**config.mk**
```make
export PLATFORM = sky130hd
export DESIGN_NAME = cpci_seq
export DESIGN_NICKNAME = d
export VERILOG_FILES = /design/src/hdl/cpci_pkg.sv /design/src/hdl/cpci_tmr_if.sv /design/src/hdl/cpci_timer.sv /design/src/hdl/cpci_seq.sv
export VERILOG_INCLUDE_DIRS = /design/src /design/src/hdl
export SDC_FILE = /design/constraint.sdc
export NUM_CORES = 1
export LEC_CHECK = 0
export BUFFER_PORTS_ARGS = -buffer_cell sky130_fd_sc_hd__buf_2
export CAP_MARGIN = 20
export CORE_MARGIN = 2
export CORE_UTILIZATION = 45
export CTS_CLUSTER_SIZE = 20
export DETAILED_ROUTE_END_ITERATION = 16
export GPL_ROUTABILITY_DRIVEN = 0
export SLEW_MARGIN = 20
export SYNTH_ARGS = -nofsm -noshare
export SYNTH_HDL_FRONTEND = slang
export SYNTH_SLANG_ARGS = --single-unit
```
**constraint.sdc**
```tcl
create_clock -name mclk -period 2.3 [get_ports mclk]
set_input_delay 0.115 -clock mclk [delete_from_list [all_inputs] [get_ports mclk]]
set_output_delay 0.115 -clock mclk [all_outputs]
set_load 0.01 [all_outputs]
```
**src/hdl/cpci_cfg.svh**
```systemverilog
// Constants for the card personality-change sequencer: register map,
// field positions, reset values and timing counts.
// Assumes a 10 MHz mclk; every count is derived from the period below.
`ifndef CPCI_CFG_SVH
`define CPCI_CFG_SVH

`define CPCI_CLK_PERIOD_NS   100
// Least wait from the configuration write to the pin switch
`define CPCI_SWITCH_MIN_NS   10000
`define CPCI_SWITCH_CYC ((`CPCI_SWITCH_MIN_NS + `CPCI_CLK_PERIOD_NS - 1) / `CPCI_CLK_PERIOD_NS)
// Longest time from reset release to ready high
`define CPCI_READY_MAX_S     5
`define CPCI_READY_MAX_CYC   ((`CPCI_READY_MAX_S * 64'd1000000000) / `CPCI_CLK_PERIOD_NS)

// Register offsets (word index on the plain register port)
`define CPCI_OFS_COR         4'h0
`define CPCI_OFS_DAT_CS      4'h1
`define CPCI_OFS_EXT_CS      4'h2
`define CPCI_OFS_SEQ_STAT    4'h3

// Channel control/status fields
`define CPCI_CS_RS_BIT       3
`define CPCI_CS_IIR_BIT      4
`define CPCI_CS_FR_BIT       6

// Sequence status fields
`define CPCI_ST_PERS_BIT     0
`define CPCI_ST_READY_BIT    1
`define CPCI_ST_LINK_BIT     2

`define CPCI_COR_RESET       8'h00

`endif

```
**src/hdl/cpci_pkg.sv**
```systemverilog
// Types shared by the personality-change sequencer and its timer.
`default_nettype none

package cpci_pkg;

  typedef enum logic [4:0] {
    CPCI_S_HRST   = 5'b0_0001,
    CPCI_S_INIT   = 5'b0_0010,
    CPCI_S_UNCFG  = 5'b0_0100,
    CPCI_S_SWITCH = 5'b0_1000,
    CPCI_S_ACTIVE = 5'b1_0000
  } cpci_state_e;

  typedef logic [7:0] cpci_byte_t;

endpackage : cpci_pkg

`default_nettype wire

```
**src/hdl/cpci_tmr_if.sv**
```systemverilog
// Carrier between the sequencer and its down-counting timer.
// Assumes a single clock shared by both ends.
`timescale 1ns/1ns
`default_nettype none

interface cpci_tmr_if #(
  parameter int W = 26
);
  logic         load;
  logic [W-1:0] load_val;
  logic         expired;

  modport owner (output load, output load_val, input expired);
  modport timer (input load, input load_val, output expired);
endinterface : cpci_tmr_if

`default_nettype wire

```
**src/hdl/cpci_timer.sv**
```systemverilog
// Down counter: load sets the count, expired is high once it reaches zero.
// Assumes the owner raises load in the cycle it enters the timed state.
`timescale 1ns/1ns
`default_nettype none

module cpci_timer
  import cpci_pkg::*;
#(
  parameter int W = 26
) (
  input  wire logic mclk,
  input  wire logic resetn,
  cpci_tmr_if.timer tmr
);

  logic [W-1:0] cnt_r;
  logic [W-1:0] cnt_nxt;

  always_comb begin
    cnt_nxt = cnt_r;
    if (tmr.load) begin
      cnt_nxt = tmr.load_val;
    end else if (cnt_r != '0) begin
      cnt_nxt = cnt_r - W'(1);
    end
  end

  always_ff @(posedge mclk or negedge resetn) begin
    if (!resetn) begin
      cnt_r <= '0;
    end else begin
      cnt_r <= cnt_nxt;
    end
  end

  assign tmr.expired = (cnt_r == '0);

endmodule : cpci_timer

`default_nettype wire

```
**src/hdl/cpci_seq.sv**
```systemverilog
// Card-side interface initialization and personality-change sequencer.
// Assumes host pins arrive synchronous to mclk and card firmware reports
// internal-init and communication readiness as levels.
//
// Overview of operation
// - No link data units go out until the soft reset sequence is done.
// - Only the configuration option register of the function set exists.
// - Configuration option register reachable only before the personality change.
// - Host writes the table index to it; that write commands the change.
// - Ready goes low within 10 usec of reset release.
// - Until configured the card acts as an unconfigured memory-only module.
// - Ready goes high after internal init, no later than 5 seconds.
// - Pins switch no sooner than 10 usec after the configuration write.
// - Free/ready stays low until the card can really communicate.
// - Soft reset bit in either channel closes sessions, returns to post-change.
//
// The address map and the plain strobed port were left to the implementer.
`timescale 1ns/1ns
`default_nettype none
`include "cpci_cfg.svh"

module cpci_seq
  import cpci_pkg::*;
#(
  parameter cpci_byte_t CFG_INDEX  = 8'h25,
  parameter int         TMR_W      = 26,
  parameter int         READY_MAX  = int'(`CPCI_READY_MAX_CYC),
  parameter int         SWITCH_CYC = `CPCI_SWITCH_CYC
) (
  input  wire logic       mclk,
  input  wire logic       resetn,
  input  wire logic       card_reset,
  input  wire logic       int_init_done,
  input  wire logic       comm_ready,
  input  wire logic       reinit_req,
  input  wire logic [3:0] reg_addr,
  input  wire logic [7:0] reg_wdata,
  input  wire logic       reg_we,
  input  wire logic       reg_re,
  output logic      [7:0] reg_rdata,
  output logic            ready,
  output logic            mem_only_mode,
  output logic            oob_pins_en,
  output logic            ts_pins_en,
  output logic            link_tx_allow,
  output logic            sessions_close,
  output logic            dat_flush,
  output logic            ext_flush
);

  ////////////////////////////////////////////////////////////////////////
  // Channel status word, built the same way for both channels
  function automatic cpci_byte_t cs_pack(input logic rs, input logic reinit_request_flag,
                                         input logic fr);
    cpci_byte_t w;
    w = 8'h00;
    w[`CPCI_CS_RS_BIT]  = rs;
    w[`CPCI_CS_IIR_BIT] = reinit_request_flag;
    w[`CPCI_CS_FR_BIT]  = fr;
    return w;
  endfunction : cs_pack

  cpci_tmr_if #(.W(TMR_W)) tmr ();

  cpci_timer #(.W(TMR_W)) u_timer (
    .mclk   (mclk),
    .resetn (resetn),
    .tmr    (tmr)
  );

  ////////////////////////////////////////////////////////////////////////
  // State
  cpci_state_e state_r,  state_nxt;
  cpci_byte_t  cor_r,    cor_nxt;
  logic [1:0]  rs_r,     rs_nxt;
  logic [1:0]  iir_r,    iir_nxt;
  logic [1:0]  fr_r,     fr_nxt;
  cpci_byte_t  rdata_r,  rdata_nxt;
  logic        ready_r,  ready_nxt;
  logic        pins_r,   pins_nxt;
  logic        sdone_r,  sdone_nxt;
  logic        link_r,   link_nxt;
  logic        close_r,  close_nxt;
  logic [1:0]  flush_r,  flush_nxt;

  logic wr_cor, wr_dat, wr_ext, rs_rise_any;

  always_comb begin
    wr_cor = reg_we && (reg_addr == `CPCI_OFS_COR);
    wr_dat = reg_we && (reg_addr == `CPCI_OFS_DAT_CS);
    wr_ext = reg_we && (reg_addr == `CPCI_OFS_EXT_CS);
    rs_rise_any = 1'b0;
    state_nxt    = state_r;
    cor_nxt      = cor_r;
    rs_nxt       = rs_r;
    iir_nxt      = iir_r;
    fr_nxt       = fr_r;
    ready_nxt    = ready_r;
    pins_nxt     = pins_r;
    sdone_nxt    = sdone_r;
    close_nxt    = 1'b0;
    flush_nxt    = 2'b00;
    tmr.load     = 1'b0;
    tmr.load_val = TMR_W'(READY_MAX);

    case (state_r)
      CPCI_S_HRST: begin
        // Ready held low right through reset, so it is low at release
        ready_nxt = 1'b0;
        if (!card_reset) begin
          state_nxt    = CPCI_S_INIT;
          tmr.load     = 1'b1;
          tmr.load_val = TMR_W'(READY_MAX);
        end
      end
      CPCI_S_INIT: begin
        // Watchdog forces ready if firmware never reports done
        if (int_init_done || tmr.expired) begin
          state_nxt = CPCI_S_UNCFG;
          ready_nxt = 1'b1;
        end
      end
      CPCI_S_UNCFG: begin
        if (wr_cor) begin
          cor_nxt = reg_wdata;
          // Only the matching table index starts the change
          if (reg_wdata == CFG_INDEX) begin
            state_nxt    = CPCI_S_SWITCH;
            tmr.load     = 1'b1;
            tmr.load_val = TMR_W'(SWITCH_CYC);
          end
        end
      end
      CPCI_S_SWITCH: begin
        if (tmr.expired) begin
          state_nxt = CPCI_S_ACTIVE;
          pins_nxt  = 1'b1;
        end
      end
      CPCI_S_ACTIVE: begin
        if (wr_dat) begin
          rs_nxt[0] = reg_wdata[`CPCI_CS_RS_BIT];
        end
        if (wr_ext) begin
          rs_nxt[1] = reg_wdata[`CPCI_CS_RS_BIT];
        end
        rs_rise_any = |(rs_nxt & ~rs_r);
        if (rs_rise_any) begin
          close_nxt = 1'b1;
          iir_nxt   = 2'b00;
        end
        // Either channel's soft reset drops both back to post-change
        if (|rs_nxt) begin
          fr_nxt = 2'b00;
        end
        flush_nxt = rs_r & ~rs_nxt;
        // One completed channel reset is needed before any link data flows
        if (|(rs_r & ~rs_nxt)) begin
          sdone_nxt = 1'b1;
        end else if (rs_rise_any) begin
          sdone_nxt = 1'b0;
        end
        // Free/ready only once firmware can talk and no reset is pending
        if (comm_ready && !(|rs_r) && !(|rs_nxt)) begin
          fr_nxt = 2'b11;
        end
      end
      default: begin
        state_nxt = CPCI_S_HRST;
      end
    endcase

    // A request in the same cycle as the clearing write still lands
    if (reinit_req && (state_r == CPCI_S_ACTIVE)) begin
      iir_nxt = 2'b11;
    end

    // Hard reset overrides everything and releases the pins
    if (card_reset) begin
      state_nxt = CPCI_S_HRST;
      cor_nxt   = `CPCI_COR_RESET;
      rs_nxt    = 2'b00;
      iir_nxt   = 2'b00;
      fr_nxt    = 2'b00;
      ready_nxt = 1'b0;
      pins_nxt  = 1'b0;
      sdone_nxt = 1'b0;
      close_nxt = 1'b0;
      flush_nxt = 2'b00;
    end

    // Link data only after the soft reset sequence completes
    link_nxt = (state_nxt == CPCI_S_ACTIVE) && !(|rs_nxt)
               && (&fr_nxt) && !(|iir_nxt) && sdone_nxt;
  end

  ////////////////////////////////////////////////////////////////////////
  // Read path: data stand in the cycle after the strobe
  always_comb begin
    rdata_nxt = 8'h00;
    if (reg_re) begin
      case (reg_addr)
        // Option register vanishes once the change has happened
        `CPCI_OFS_COR: begin
          if (state_r != CPCI_S_ACTIVE) begin
            rdata_nxt = cor_r;
          end
        end
        `CPCI_OFS_DAT_CS: begin
          rdata_nxt = cs_pack(rs_r[0], iir_r[0], fr_r[0]);
        end
        `CPCI_OFS_EXT_CS: begin
          rdata_nxt = cs_pack(rs_r[1], iir_r[1], fr_r[1]);
        end
        `CPCI_OFS_SEQ_STAT: begin
          rdata_nxt[`CPCI_ST_PERS_BIT]  = pins_r;
          rdata_nxt[`CPCI_ST_READY_BIT] = ready_r;
          rdata_nxt[`CPCI_ST_LINK_BIT]  = link_r;
        end
        // Other function registers are absent and read zero
        default: begin
          rdata_nxt = 8'h00;
        end
      endcase
    end
  end

  always_ff @(posedge mclk or negedge resetn) begin
    if (!resetn) begin
      state_r <= CPCI_S_HRST;
      cor_r   <= `CPCI_COR_RESET;
      rs_r    <= 2'b00;
      iir_r   <= 2'b00;
      fr_r    <= 2'b00;
      rdata_r <= 8'h00;
      ready_r <= 1'b0;
      pins_r  <= 1'b0;
      sdone_r <= 1'b0;
      link_r  <= 1'b0;
      close_r <= 1'b0;
      flush_r <= 2'b00;
    end else begin
      state_r <= state_nxt;
      cor_r   <= cor_nxt;
      rs_r    <= rs_nxt;
      iir_r   <= iir_nxt;
      fr_r    <= fr_nxt;
      rdata_r <= rdata_nxt;
      ready_r <= ready_nxt;
      pins_r  <= pins_nxt;
      sdone_r <= sdone_nxt;
      link_r  <= link_nxt;
      close_r <= close_nxt;
      flush_r <= flush_nxt;
    end
  end

  ////////////////////////////////////////////////////////////////////////
  // Outputs
  assign reg_rdata      = rdata_r;
  assign ready          = ready_r;
  assign mem_only_mode  = !pins_r;
  assign oob_pins_en    = pins_r;
  assign ts_pins_en     = pins_r;
  assign link_tx_allow  = link_r;
  assign sessions_close = close_r;
  assign dat_flush      = flush_r[0];
  assign ext_flush      = flush_r[1];

endmodule : cpci_seq

`default_nettype wire

```
==> metrics <==
worst hold stages=3; Area contributors post-synth=dfrtp_1 45%, nor2_1 5.1%, mux2i_1 4.0%; max-slew violations=0; initial antenna violation count=0; Area Growth Syn to Fin=19.14%; M3 GR Usage=approximately 3.4%; Power per Cell Area=862.0 mW/mm^2; Final Skew=0.01048 ns; GRT Util Overall=21.33%; RSZ-0062 raised after global routing=no; Final ANT Viol Nets=0; max-cap violation count=0; Async SR Flop Fraction=100.0%; worst-path cell chain=or4_4, nor3_4, nand4_1, or4_1, nand2_1; number of synthesized flops with an enable pin=0; largest net degree at the start of global routing=40; FF+latch count, synth=60; cell taking the most area after synthesis=dfrtp_1; WP buf/inv=0; wirelength, routed=between 7 and 8 mm; Synth top cells by count=59 x dfrtp_1, 44 x nor2_1, 20 x nand2_1, 17 x a21oi_1, 13 x mux2i_1; die area=0.007960 mm^2; Routed WL per cell=16.18 um; P_leak=between 1.5 and 2 nW; Setup-failing EPs final=0; Starting DRT DRC Count=161; gr busiest metal=met1; Ys Warns=0; router iterations before antenna repair=5; CTS tree=done; Reg2Reg Depth=5; DR DRC count=0; Setup CP Type=reg2reg; WP data required=2.57 ns; CP delay by family, top=simple AND/OR/NAND/NOR gates; grt met1 use=around 33%; cts bufs inserted=9; Worst R2R Start=u_timer.cnt_r[8]$_DFFE_PN0P_; top_reg_cell synth=dfrtp_1; Slew @ Worst Pin=0.5503 ns; Core ar.=0.007137 mm^2; Tmin final=around 2.1 ns; clk_lat worst skew=about 0.34 ns; Max IR drop VDD=0.3992 mV; nets=398; global route overflow=0; CTS Root Cell=clkbuf_8; sequential share of the synthesized area=45.98%; hpwl dp=5.493 mm; num rows=31; via count=2651; Max Fclk=~470 MHz; slowest cell on the critical path=or4_4; Post-Syn Nets=355; antenna fix cells=0; critical path launch point type=flop; r2r endpoint=u_timer.cnt_r[18]$_DFFE_PN0P_; Die X=89.22 um; share of the synthesized area in the top cell type=a little under half; Starting Density=a little under half; Worst Setup End Kind=flop; DIE HEIGHT=89.22 um; GR Layer Usage met2=between 30% and 40%; setup TNS=0 ns; critical path startpoint=u_timer.cnt_r[8]$_DFFE_PN0P_; port buffer count=35; Slew headroom=a little over three fifths; synthesized area=0.003268 mm^2; final-report hold violation count=0; Hold EP=cor_r[4]$_DFFE_PN0P_; Worst EP arrival=2.40 ns; number of global-route vias before repair=about 2500; Netlist cell types=63; flop-to-flop setup slack=0.17 ns; fillers=686; I/O pin total=36; Syn Area/Cell=9.814 um^2; via-per-instance ratio=5.523; final worst-path cycle share=92.51%; Mapped Cells=333; layout cells sized above 1=between 20% and 30%; CP peak stage delay=0.53 ns; H-tree Lvls=3; most frequent cell after synthesis=dfrtp_1; Hold WC Path Type=in2reg; min-delay src=reg_wdata[4]; Clock Pin Slew Worst Setup and Hold Paths=0.08 ns; Fin Hold WS=between 0.03 and 0.04 ns; first-pass GRT wire length=12.88 mm; clk sinks=60; Longest Clk Path Bufs=2; status=completed; Worst Path Max Fanout=9
## final cells by class
cell class | count | area (um^2) | area share (%)
Inverter | 5 | 18.77 | 0.4820
Clock inverter | 7 | 162.7 | 4.177
Timing Repair Buffer | 47 | 280.3 | 7.198
Clock buffer | 9 | 123.9 | 3.181
Sequential cell | 60 | 1503 | 38.59
Multi-Input combinational cell | 253 | 1682 | 43.19
Tap cell | 99 | 123.9 | 3.181
## registers in the layout, indices dropped and copies added (netlist names)
register        cells
cor_r               8
ready               1
oob_pins_en         1
link_tx_allow       1
iir_r               2
flush_r             2
fr_r                2
reg_rdata           8
u_timer.cnt_r      26
sdone_r             1
state_r             5
rs_r                2
sessions_close      1
## logic make-up after synthesis
family	after synthesis	synth area share, %
flops	60	45.98
xor+xnor	17	4.556
compound gates	65	13.13
simple gates	156	28.75
buf+inv	20	2.833
mux	13	3.981
fa+ha+maj	2	0.7656
## worst min-delay path: stages
cell and delay [ns]:
buf_2 0.09, mux2i_1 0.06, nor2_1 0.07
## report_power, final
group | switching [mW] | internal (mW) | total (mW)
Sequential | 0.146 | 1.15 | 1.29
Clock | 0.436 | 0.937 | 1.37
Combinational | 0.395 | 0.293 | 0.688
## timing repair
item | 4_1_cts | 5_1_grt
endpoints found under the hold margin | 21 | 0
hold buffers | 1 | 0
endpoints found under the setup margin | 0 | 5
buffers inserted | 0 | 0
gates resized for setup | 0 | 1
## cell usage in the layout, fill, tap and decap left out, drive strengths merged, types with 6 or more instances in the layout
cell type / Yosys / routed
nor3: 14 / 14
nor2: 46 / 46
nand2: 21 / 21
nand4: 6 / 6
buf: 5 / 46
or4: 7 / 7
nand3: 8 / 8
xnor2: 7 / 7
dfrtp: 59 / 59
a22oi: 8 / 8
clkbuf: 10 / 9
nor2b: 9 / 9
a21oi: 17 / 17
o21ai: 13 / 13
xor2: 10 / 10
mux2i: 13 / 13
## layer usage
layer	vias to the layer above	share of wire (%)
met4	0	0.95
met3	6	4.3
met2	60	44
li1	1301	-
met1	1284	50
met5	-	0
## how the worst max path moves through the flow
stage	to	slack (ns)	cells past startpoint
6_report	u_timer.cnt_r[18]$_DFFE_PN0P_	0.17	5
5_1_grt	state_r[3]$_DFF_PN0_	0.02	5
4_1_cts	u_timer.cnt_r[18]$_DFFE_PN0P_	0.17	5
3_5_place_dp	u_timer.cnt_r[18]$_DFFE_PN0P_	0.20	5
3_3_place_gp	u_timer.cnt_r[18]$_DFFE_PN0P_	0.24	5
2_1_floorplan	u_timer.cnt_r[10]$_DFFE_PN0P_	0.42	6
## per-stage QoR
stage	instances	power (mW)	worst slack [ns]	util, %	area (um^2)
global placement	463	1.984	0.2431	50.28	3588
global route	480	3.516	0.02207	54.56	3894
floorplan	333	1.789	0.4199	-	3268
finish	480	3.356	0.1724	54.56	3894
CTS	480	3.383	0.1686	54.44	3885
detailed placement	463	1.995	0.2010	50.28	3588
No activity file was read; power rests on OpenSTA's default activity.
